## config.mk

```make
export PLATFORM = sky130hd
export DESIGN_NAME = cbse_socket_regs
export DESIGN_NICKNAME = d
export VERILOG_FILES = /design/src/core/cbse_pkg.sv /design/src/core/cbse_edge_detect.sv /design/src/core/cbse_socket_regs.sv
export SDC_FILE = /design/constraint.sdc
export NUM_CORES = 1
export LEC_CHECK = 0
export ABC_AREA = 1
export BUFFER_PORTS_ARGS = -buffer_cell sky130_fd_sc_hd__clkbuf_2
export CORE_ASPECT_RATIO = 1.2
export CORE_UTILIZATION = 52
export CTS_BUF_LIST = sky130_fd_sc_hd__clkbuf_4
export CTS_CLUSTER_SIZE = 30
export DETAILED_ROUTE_END_ITERATION = 8
export GPL_ROUTABILITY_DRIVEN = 0
export PLACE_DENSITY = 0.83
export SLEW_MARGIN = 20
export SYNTH_ARGS = -nofsm -noshare
export SYNTH_HDL_FRONTEND = slang
export SYNTH_SLANG_ARGS = --single-unit
```

## constraint.sdc

```tcl
create_clock -name clock -period 1.4 [get_ports clock]
set_input_delay 0.07 -clock clock [delete_from_list [all_inputs] [get_ports clock]]
set_output_delay 0.07 -clock clock [all_outputs]
set_load 0.01 [all_outputs]
```

## src/core/cbse_pkg.sv

```systemverilog
package cbse_pkg;

  // =========================================================================
  // register offsets within the socket bank
  localparam logic [5:0] OFF_CHANGE_FLAGS  = 6'h00;
  localparam logic [5:0] OFF_INT_MASK      = 6'h04;
  localparam logic [5:0] OFF_CURRENT_STATE = 6'h08;
  localparam logic [5:0] OFF_EVENT_FORCE   = 6'h0c;
  localparam logic [5:0] OFF_CONTROL       = 6'h10;
  localparam logic [5:0] OFF_RSVD_LO       = 6'h14;
  localparam logic [5:0] OFF_RSVD_HI       = 6'h1c;
  localparam logic [5:0] OFF_POWER_MGMT    = 6'h20;

  // =========================================================================
  // event field positions
  localparam int EVT_STATUS     = 0;
  localparam int EVT_DETECT_ONE = 1;
  localparam int EVT_DETECT_TWO = 2;
  localparam int EVT_POWER      = 3;
  localparam int EVT_W          = 4;

  // =========================================================================
  // reset values
  localparam logic [3:0]  FLAGS_RESET   = 4'h0;
  localparam logic [3:0]  MASK_RESET    = 4'h0;
  localparam logic [31:0] CONTROL_RESET = 32'h0000_0000;
  localparam logic [31:0] POWER_RESET   = 32'h0000_0000;

  // =========================================================================
  // card type on the socket
  typedef enum logic [0:0] {
    CBSE_CARD_CARDBUS = 1'b0,
    CBSE_CARD_16BIT   = 1'b1
  } cbse_card_t;

endpackage : cbse_pkg

```

## src/core/cbse_edge_detect.sv

```systemverilog
`timescale 1ns/1ns
// =========================================================================
// change detector for one status field, compared with the last cycle
module cbse_edge_detect #(
  parameter int W = 1
) (
  input  wire logic         clock,
  input  wire logic         rst_n,
  input  wire logic [W-1:0] level,
  input  wire logic         rise_only,
  output logic              changed
);
  logic [W-1:0] last;

  always_ff @(posedge clock) begin
    if (!rst_n) begin
      last <= '0;
    end else begin
      last <= level;
    end
  end

  // rise_only applies to single-bit fields only; bit 0 is the checked bit
  always_comb begin
    if (rise_only) begin
      changed = level[0] & ~last[0];
    end else begin
      changed = |(level ^ last);
    end
  end
endmodule : cbse_edge_detect

```

## src/core/cbse_socket_regs.sv

```systemverilog
`timescale 1ns/1ns
module cbse_socket_regs
  import cbse_pkg::*;
#(
  parameter int AW = 6
) (
  input  wire logic         clock,
  input  wire logic         rst_n,
  input  wire logic         global_reset_n,
  input  wire logic         pci_bus_reset_n,
  input  wire logic         bank_select,
  input  wire logic [AW-1:0] address,
  input  wire logic         write_strobe,
  input  wire logic         read_strobe,
  input  wire logic [31:0]  write_data,
  output logic [31:0]       read_data,
  input  wire logic         card_detect_line_one,
  input  wire logic         card_detect_line_two,
  input  wire logic         power_cycle_state,
  input  wire logic         card_status_change_signal,
  input  wire cbse_pkg::cbse_card_t card_type,
  input  wire logic         card_reset_active,
  output logic              status_change_interrupt,
  output logic [31:0]       socket_control,
  output logic [31:0]       socket_power_management
);
  import cbse_pkg::*;

  // =========================================================================
  // storage
  logic [EVT_W-1:0] socket_change_flags;
  logic [EVT_W-1:0] socket_interrupt_mask;
  logic [EVT_W-1:0] event_set;
  logic [EVT_W-1:0] clear_bits;
  logic [EVT_W-1:0] force_bits;
  logic [EVT_W-1:0] reentry_bits;
  logic             card_reset_last;
  logic             wake_enable;
  logic [31:0]      next_read_data;
  logic [31:0]      socket_current_state;
  logic             detect_one_state;
  logic             detect_two_state;
  logic             card_status_state;
  logic             pwr_changed;
  logic             cd1_changed;
  logic             cd2_changed;
  logic             sts_changed;
  logic             wr;
  logic             pci_clear;

  // card detect lines are active low at the socket
  assign detect_one_state  = ~card_detect_line_one;
  assign detect_two_state  = ~card_detect_line_two;
  assign card_status_state = card_status_change_signal;

  // wake enable is held in the power management register, bit 8
  assign wake_enable = socket_power_management[8];

  assign wr = bank_select & write_strobe;

  function automatic logic hit(input logic [AW-1:0] a, input logic [5:0] off);
    hit = (a[5:2] == off[5:2]);
  endfunction : hit

  // =========================================================================
  // change detection
  cbse_edge_detect #(.W(1)) u_pwr (
    .clock     (clock),
    .rst_n     (rst_n),
    .level     (power_cycle_state),
    .rise_only (1'b0),
    .changed   (pwr_changed)
  );

  cbse_edge_detect #(.W(1)) u_cd1 (
    .clock     (clock),
    .rst_n     (rst_n),
    .level     (detect_one_state),
    .rise_only (1'b0),
    .changed   (cd1_changed)
  );

  cbse_edge_detect #(.W(1)) u_cd2 (
    .clock     (clock),
    .rst_n     (rst_n),
    .level     (detect_two_state),
    .rise_only (1'b0),
    .changed   (cd2_changed)
  );

  cbse_edge_detect #(.W(1)) u_sts (
    .clock     (clock),
    .rst_n     (rst_n),
    .level     (card_status_state),
    .rise_only (card_type == CBSE_CARD_CARDBUS),
    .changed   (sts_changed)
  );

  // =========================================================================
  // leaving card reset: re-raise status and detect events whose cause still stands
  always_ff @(posedge clock) begin
    if (!rst_n) begin
      card_reset_last <= 1'b0;
    end else begin
      card_reset_last <= card_reset_active;
    end
  end

  always_comb begin
    reentry_bits = '0;
    if (card_reset_last && !card_reset_active) begin
      reentry_bits[EVT_STATUS]     = card_status_state;
      reentry_bits[EVT_DETECT_ONE] = detect_one_state;
      reentry_bits[EVT_DETECT_TWO] = detect_two_state;
    end
  end

  // =========================================================================
  // event flags
  always_comb begin
    force_bits = '0;
    clear_bits = '0;
    if (wr && hit(address, OFF_EVENT_FORCE)) begin
      force_bits = write_data[EVT_W-1:0];
    end
    if (wr && hit(address, OFF_CHANGE_FLAGS)) begin
      clear_bits = write_data[EVT_W-1:0];
    end
    event_set = force_bits | reentry_bits;
    event_set[EVT_POWER]      = event_set[EVT_POWER] | pwr_changed;
    event_set[EVT_DETECT_ONE] = event_set[EVT_DETECT_ONE] | cd1_changed;
    event_set[EVT_DETECT_TWO] = event_set[EVT_DETECT_TWO] | cd2_changed;
    event_set[EVT_STATUS]     = event_set[EVT_STATUS] | sts_changed;
  end

  // pci reset is ignored for wake context while wake signalling is enabled
  assign pci_clear = !pci_bus_reset_n && !wake_enable;

  always_ff @(posedge clock) begin
    if (!rst_n || !global_reset_n || pci_clear) begin
      socket_change_flags <= FLAGS_RESET;
    end else begin
      // set wins over clear; zero in write data leaves the flag alone
      socket_change_flags <= (socket_change_flags & ~clear_bits) | event_set;
    end
  end

  // =========================================================================
  // mask, control, power management
  always_ff @(posedge clock) begin
    if (!rst_n || !global_reset_n || pci_clear) begin
      socket_interrupt_mask <= MASK_RESET;
    end else if (wr && hit(address, OFF_INT_MASK)) begin
      socket_interrupt_mask <= write_data[EVT_W-1:0];
    end
  end

  always_ff @(posedge clock) begin
    if (!rst_n || !global_reset_n || !pci_bus_reset_n) begin
      socket_control <= CONTROL_RESET;
    end else if (wr && hit(address, OFF_CONTROL)) begin
      socket_control <= write_data;
    end
  end

  // held through pci reset; only rst_n or global reset returns it to default
  always_ff @(posedge clock) begin
    if (!rst_n || !global_reset_n) begin
      socket_power_management <= POWER_RESET;
    end else if (wr && hit(address, OFF_POWER_MGMT)) begin
      socket_power_management <= write_data;
    end
  end

  // =========================================================================
  // interrupt: any flag that is set and unmasked
  always_ff @(posedge clock) begin
    if (!rst_n) begin
      status_change_interrupt <= 1'b0;
    end else begin
      status_change_interrupt <= |(socket_change_flags & socket_interrupt_mask);
    end
  end

  // =========================================================================
  // read path
  always_comb begin
    socket_current_state = '0;
    socket_current_state[EVT_POWER]      = power_cycle_state;
    socket_current_state[EVT_DETECT_TWO] = detect_two_state;
    socket_current_state[EVT_DETECT_ONE] = detect_one_state;
    socket_current_state[EVT_STATUS]     = card_status_state;
  end

  always_comb begin
    next_read_data = 32'h0000_0000;
    if (hit(address, OFF_CHANGE_FLAGS)) begin
      next_read_data[EVT_W-1:0] = socket_change_flags;
    end else if (hit(address, OFF_INT_MASK)) begin
      next_read_data[EVT_W-1:0] = socket_interrupt_mask;
    end else if (hit(address, OFF_CURRENT_STATE)) begin
      next_read_data = socket_current_state;
    end else if (hit(address, OFF_CONTROL)) begin
      next_read_data = socket_control;
    end else if (hit(address, OFF_POWER_MGMT)) begin
      next_read_data = socket_power_management;
    end
    // force register is write-only; reserved 14h..1Ch fall through as zero
  end

  always_ff @(posedge clock) begin
    if (!rst_n) begin
      read_data <= 32'h0000_0000;
    end else if (bank_select && read_strobe) begin
      read_data <= next_read_data;
    end
  end
endmodule : cbse_socket_regs

```

# After elaboration in Yosys (flattened, before gate mapping)
# Cells that the tools add are included.
[word_totals]
mem_count = 0
word_cells = 63
ram_bits = 0
output_inout_bits = 97
ff_bits = 110
rom_bits = 0
in_bits = 51
latch_bits = 0
[classes]
n_bitwise = 18
n_reduce_logical = 18
multipliers = 0
n_div = 0
n_addsub = 0
magnitude_cmp = 0
n_eq_ne = 5
n_mux = 11
n_shift = 0
[op_table]
columns = ["cell", "count"]
rows = [
  ["$mux 32", 3],
  ["$mux 28", 2],
  ["$mux 4", 4],
  ["$and 4x4->4", 2],
  ["$eq 4x2->1 const B", 2],
  ["$logic_and 1x1->1", 8],
  ["$logic_not 1->1", 5],
  ["$eq 4x1->1 const B", 1],
  ["$eq 4x3->1 const B", 1],
  ["$eq 4x4->1 const B", 1],
  ["$logic_not 4->1", 1],
  ["$not 4->4", 1],
  ["$or 1x1->1", 4],
  ["$or 4x3->4", 1],
  ["$or 4x4->4", 1],
  ["$reduce_or 4->1", 1],
  ["$xor 1x1->1", 4],
  ["$logic_or 1x1->1", 3],
  ["$mux 3", 1],
  ["$not 1->1", 3],
  ["$and 1x1->1", 2],
  ["$mux 1", 1],
]

# Depth between registers and ports, before layout
[depth]
ltp_word = 6
ltp_mapped = 8
ltp_nobuf = 7

# By module
# Synthesis repeated with hierarchy kept, for this count alone.
[hier_totals]
cells_unflattened = 584
hier_area_um2 = 4514.3
[modules_own_cells]
columns = ["mod", "instances", "seq_area_each_um2", "cells_each", "area_per_inst_um2"]
rows = [
  ["cbse_socket_regs", 1, 2122.0, 556, 4304.1],
  ["cbse_edge_detect", 4, 20.0, 7, 52.6],
]

# Worst setup path after synthesis
# OpenSTA, ideal clock, no wires.
[synth_path]
kind = "input to register"
startpoint = "input address[2]"
endpoint = "register socket_power_management[19]"
stages = 8
setup_slack_ns = 0.279
arrival_ns = 1.001
required_ns = 1.281
n_path_buf = 2
cell_sequence = "buf_4 -> nor2_8 -> nand2_4 -> nor2_8 -> inv_4 -> buf_6 -> o21ai_0 -> a21oi_1"
[synth_via]
elab_chain_cells = 2
[synth_lines]
columns = ["item", "line_no", "source"]
rows = [
  ["start: declaration", "cbse_socket_regs.sv:12", "input wire logic [AW-1:0] address,"],
  ["$eq 4x4->1", "cbse_socket_regs.sv:62", "hit = (a[5:2] == off[5:2]);"],
  ["$logic_and 1x1->1", "cbse_socket_regs.sv:170", "end else if (wr && hit(address, OFF_POWER_MGMT)) begin"],
  ["end signal: assignment", "cbse_socket_regs.sv:171", "socket_power_management <= write_data;"],
  ["end: declaration", "cbse_socket_regs.sv:25", "output logic [31:0] socket_power_management"],
]
# No other way between the ends.
# A chain may end at the register's enable or synchronous reset.

==> key figures <==
Timing
  • Final hold slack: around 67 ps
  • Rel. slew slack: around three fifths
  • RSZ-0062 raised after global routing: no
  • Fin crit period: around 1300 ps
  • Final hold violations: 0
  • Setup violations, final: 0
  • Slew Viols, Final: 0
  • Setup Skew: around 17 ps
  • Setup TNS: 0 ps
  • Final WS setup: around 120 ps
  • Max Clock Freq: 783 MHz
  • Crit share post-route: 91.2%
  • Tightest Pin Transition: 572 ps

Synth
  • Dominant cell type by area after synthesis: dfxtp_1
  • Post-Syn Area per Cell: ~8 um2
  • Synthesized flop and latch total: 110
  • Synth Cell Area: about 4400 um2
  • Synth unique cells: 29
  • Yosys warns: 0
  • Synth async-reset ratio: 0%
  • Syn Nets: about 620
  • Most common cell in the netlist: dfxtp_1
  • Register area share after synthesis: between 40% and 50%
  • Top cells by area, synth: dfxtp_1 (50%), a21oi_1 (11%), nand2_1 (7.4%)
  • Commonest register cell after synthesis: dfxtp_1
  • Most instantiated cells after synthesis: dfxtp_1 (110), a21oi_1 (102), nand2_1 (88), inv_1 (77), o21ai_0 (64)
  • Share of the synthesized area in the top cell type: a little under 50%
  • EDFF count, synth: 0
  • Synth Instances: 570

Setup path
  • Max FO, Critical Path: 2
  • WP buf/inv: 2
  • R2R Path Start: socket_power_management[7]
  • Setup crit start: socket_power_management[7]
  • CP endpoint kind: flip-flop
  • Critical Path AT: ~1700 ps
  • Worst path max stage delay: around 570 ps
  • Slowest stage cell on the critical path: dlygate4sd3_1
  • CP required: around 1800 ps
  • CP Launch Type: flip-flop
  • Crit path cell chain: inv_1, a211oi_2, dlygate4sd3_1
  • Critical path class: reg -> reg
  • Critical path's top delay family: buffers and inverters

Power and ir drop
  • Leak: between 2 and 2.5 nW
  • Switching Power: ~1.3 mW
  • Clock network power share: 32.6%
  • IR drop worst, VDD: 0.563 mV
  • Seq pwr share: roughly 59%
  • Pwr per Cell Area: a little over 900 nW/um2
  • Net switching share of the total power: about a quarter
  • Combinational power share: under 10%
  • Final Power: roughly 5.4 mW
  • Cell Int Power: 4.10 mW

Placement
  • Place WS: roughly 35 ps
  • Dpl hpwl: around 8400 um
  • PortBufs: approximately 150

Min path
  • Tightest Hold Check Type: in -> reg
  • Min-delay src: pci_bus_reset_n

Layout
  • Area added between synthesis and finish: 31.6%
  • Diode count: 0
  • Filler cell count: around 680
  • Net count reported at finish: between 800 and 900
  • Area of the multi-input gates: about 1800 um2
  • Share of layout cells above drive strength 1: about a quarter
  • FF+latch area: 2200 um2

CTS
  • CTS buffer count: 9
  • H-tree levels: 3
  • Root Buffer: clkbuf_4
  • Post-CTS Setup Inserts: 0
  • Clock Sinks: 110
  • TritonCTS clock tree: done
  • Clk_lat worst skew: about 470 ps
  • Clk buf depth: 2
  • CTS clk-pin slew, worst paths: about 160 ps

Route
  • Starting DRT DRC Count: 308
  • Via count: between 4,000 and 5,000
  • Drt pass-1 iters: 5
  • DRC: 0
  • Avg WL per Cell: 15.0 um
  • Routed vias/inst: approximately 5.3
  • Drt total wl: 13,000 um
  • Post-DRT Antenna Nets: 0

Floorplanning
  • DIE AREA: 8920 um2
  • Boundary pin count: 148
  • Die height: between 100 and 150 um
  • Starting Density: approximately 54%
  • Core area: between 8000 and 9000 um2
  • Die X: 86.4 um
  • Number of core rows: 36

Global route
  • Global route overflow: 0
  • Pin count of the biggest net entering global routing: 56
  • Total GRT Usage: between 20% and 30%
  • Initial antenna violation count: 0
  • First-pass GRT wire length: 20,500 um
  • Vias in the first global route: ~4,400

Flow run
  • Max_cap viols: 0

Run status
  • Status: completed
[state kept, by name, indices dropped and copies added (netlist names)]
name / count
status_change_interrupt: 1
socket_control: 32
card_reset_last: 1
socket_change_flags: 4
u_pwr.last: 1
read_data: 32
socket_interrupt_mask: 4
u_sts.last: 1
u_cd1.last: 1
socket_power_management: 32
u_cd2.last: 1
[metal layers]
metal	track usage [%]	vias up	routed length, um	part of all wire [%]
li1	-	2258	-	-
met1	34.1	2096	5120	39
met2	52.1	233	6480	50
met3	4.92	44	895	6.9
met4	16.7	0	494	3.8
met5	0	-	0	0
[final timing paths]
path                                      to  slack, ps  depth (start not counted)
hold / removal      socket_interrupt_mask[2]         70                          3
setup / recovery  socket_power_management[7]        120                          3
setup reg to reg  socket_power_management[7]        120                          3
hold reg to reg                read_data[28]        480                          2
[cells by family after synthesis]
kind of cell	Yosys count	synth area share, %
and+or+nand+nor	132	13.7
AOI/OAI and AO/OA	212	25.4
xor gates and xnor gates	1	0.197
DFF	110	49.5
adders and majority gates	1	0.281
buffers and inverters	114	10.8
[cells in the final DEF, fill, tap and decap left out, drive strengths merged]
| cell type | count |
|---|---|
| o22ai | 27 |
| nand2 | 90 |
| nand3 | 20 |
| xnor2 | 1 |
| o21ai | 72 |
| nand4 | 5 |
| a211oi | 2 |
| dfxtp | 110 |
| clkbuf | 155 |
| clkinv | 4 |
| a21oi | 102 |
| o21bai | 4 |
| dlygate4sd3 | 43 |
| buf | 13 |
| a41oi | 1 |
| ha | 1 |
| nor2 | 17 |
| inv | 81 |
| a31oi | 4 |
| bufinv | 2 |
[power by group through the flow]
| stage | combinational, mW | clock (mW) | sequential, mW |
|---|---|---|---|
| detailed placement | 0.375 | 0 | 3.23 |
| CTS | 0.467 | 1.78 | 3.16 |
| global route | 0.521 | 1.87 | 3.17 |
| global placement | 0.363 | 0 | 3.23 |
| floorplan | 0.200 | 0 | 3.23 |
| finish | 0.478 | 1.76 | 3.16 |
[layout make-up]
class                           instances  area share [%]
Multi-Input combinational cell        346            30.3
Clock inverter                          6            1.43
Clock buffer                           10            1.28
Inverter                               81            5.28
Tap cell                              114            2.44
Timing Repair Buffer                  201            21.7
Sequential cell                       110            37.7
[worst register-to-register path, cell delays in order, from the launching register on]
cell	delay [ps]
dfxtp_1	370
inv_1	80
a211oi_2	230
dlygate4sd3_1	570
[through the flow]
step                utilization (%)  instances  instance area, um2
CTS                            71.2        868                5840
global route                   71.3        868                5850
finish                         71.3        868                5850
floorplan                         -        570                4450
detailed placement             64.1        809                5250
global placement               64.1        809                5250
[timing repair]
action                                  in CTS  in global routing
hold buffers                                43                  0
resized for setup                            0                  2
endpoints found under the hold margin       77                  0
endpoints found under the setup margin       0                  1
(Power assumes the default switching activity.)
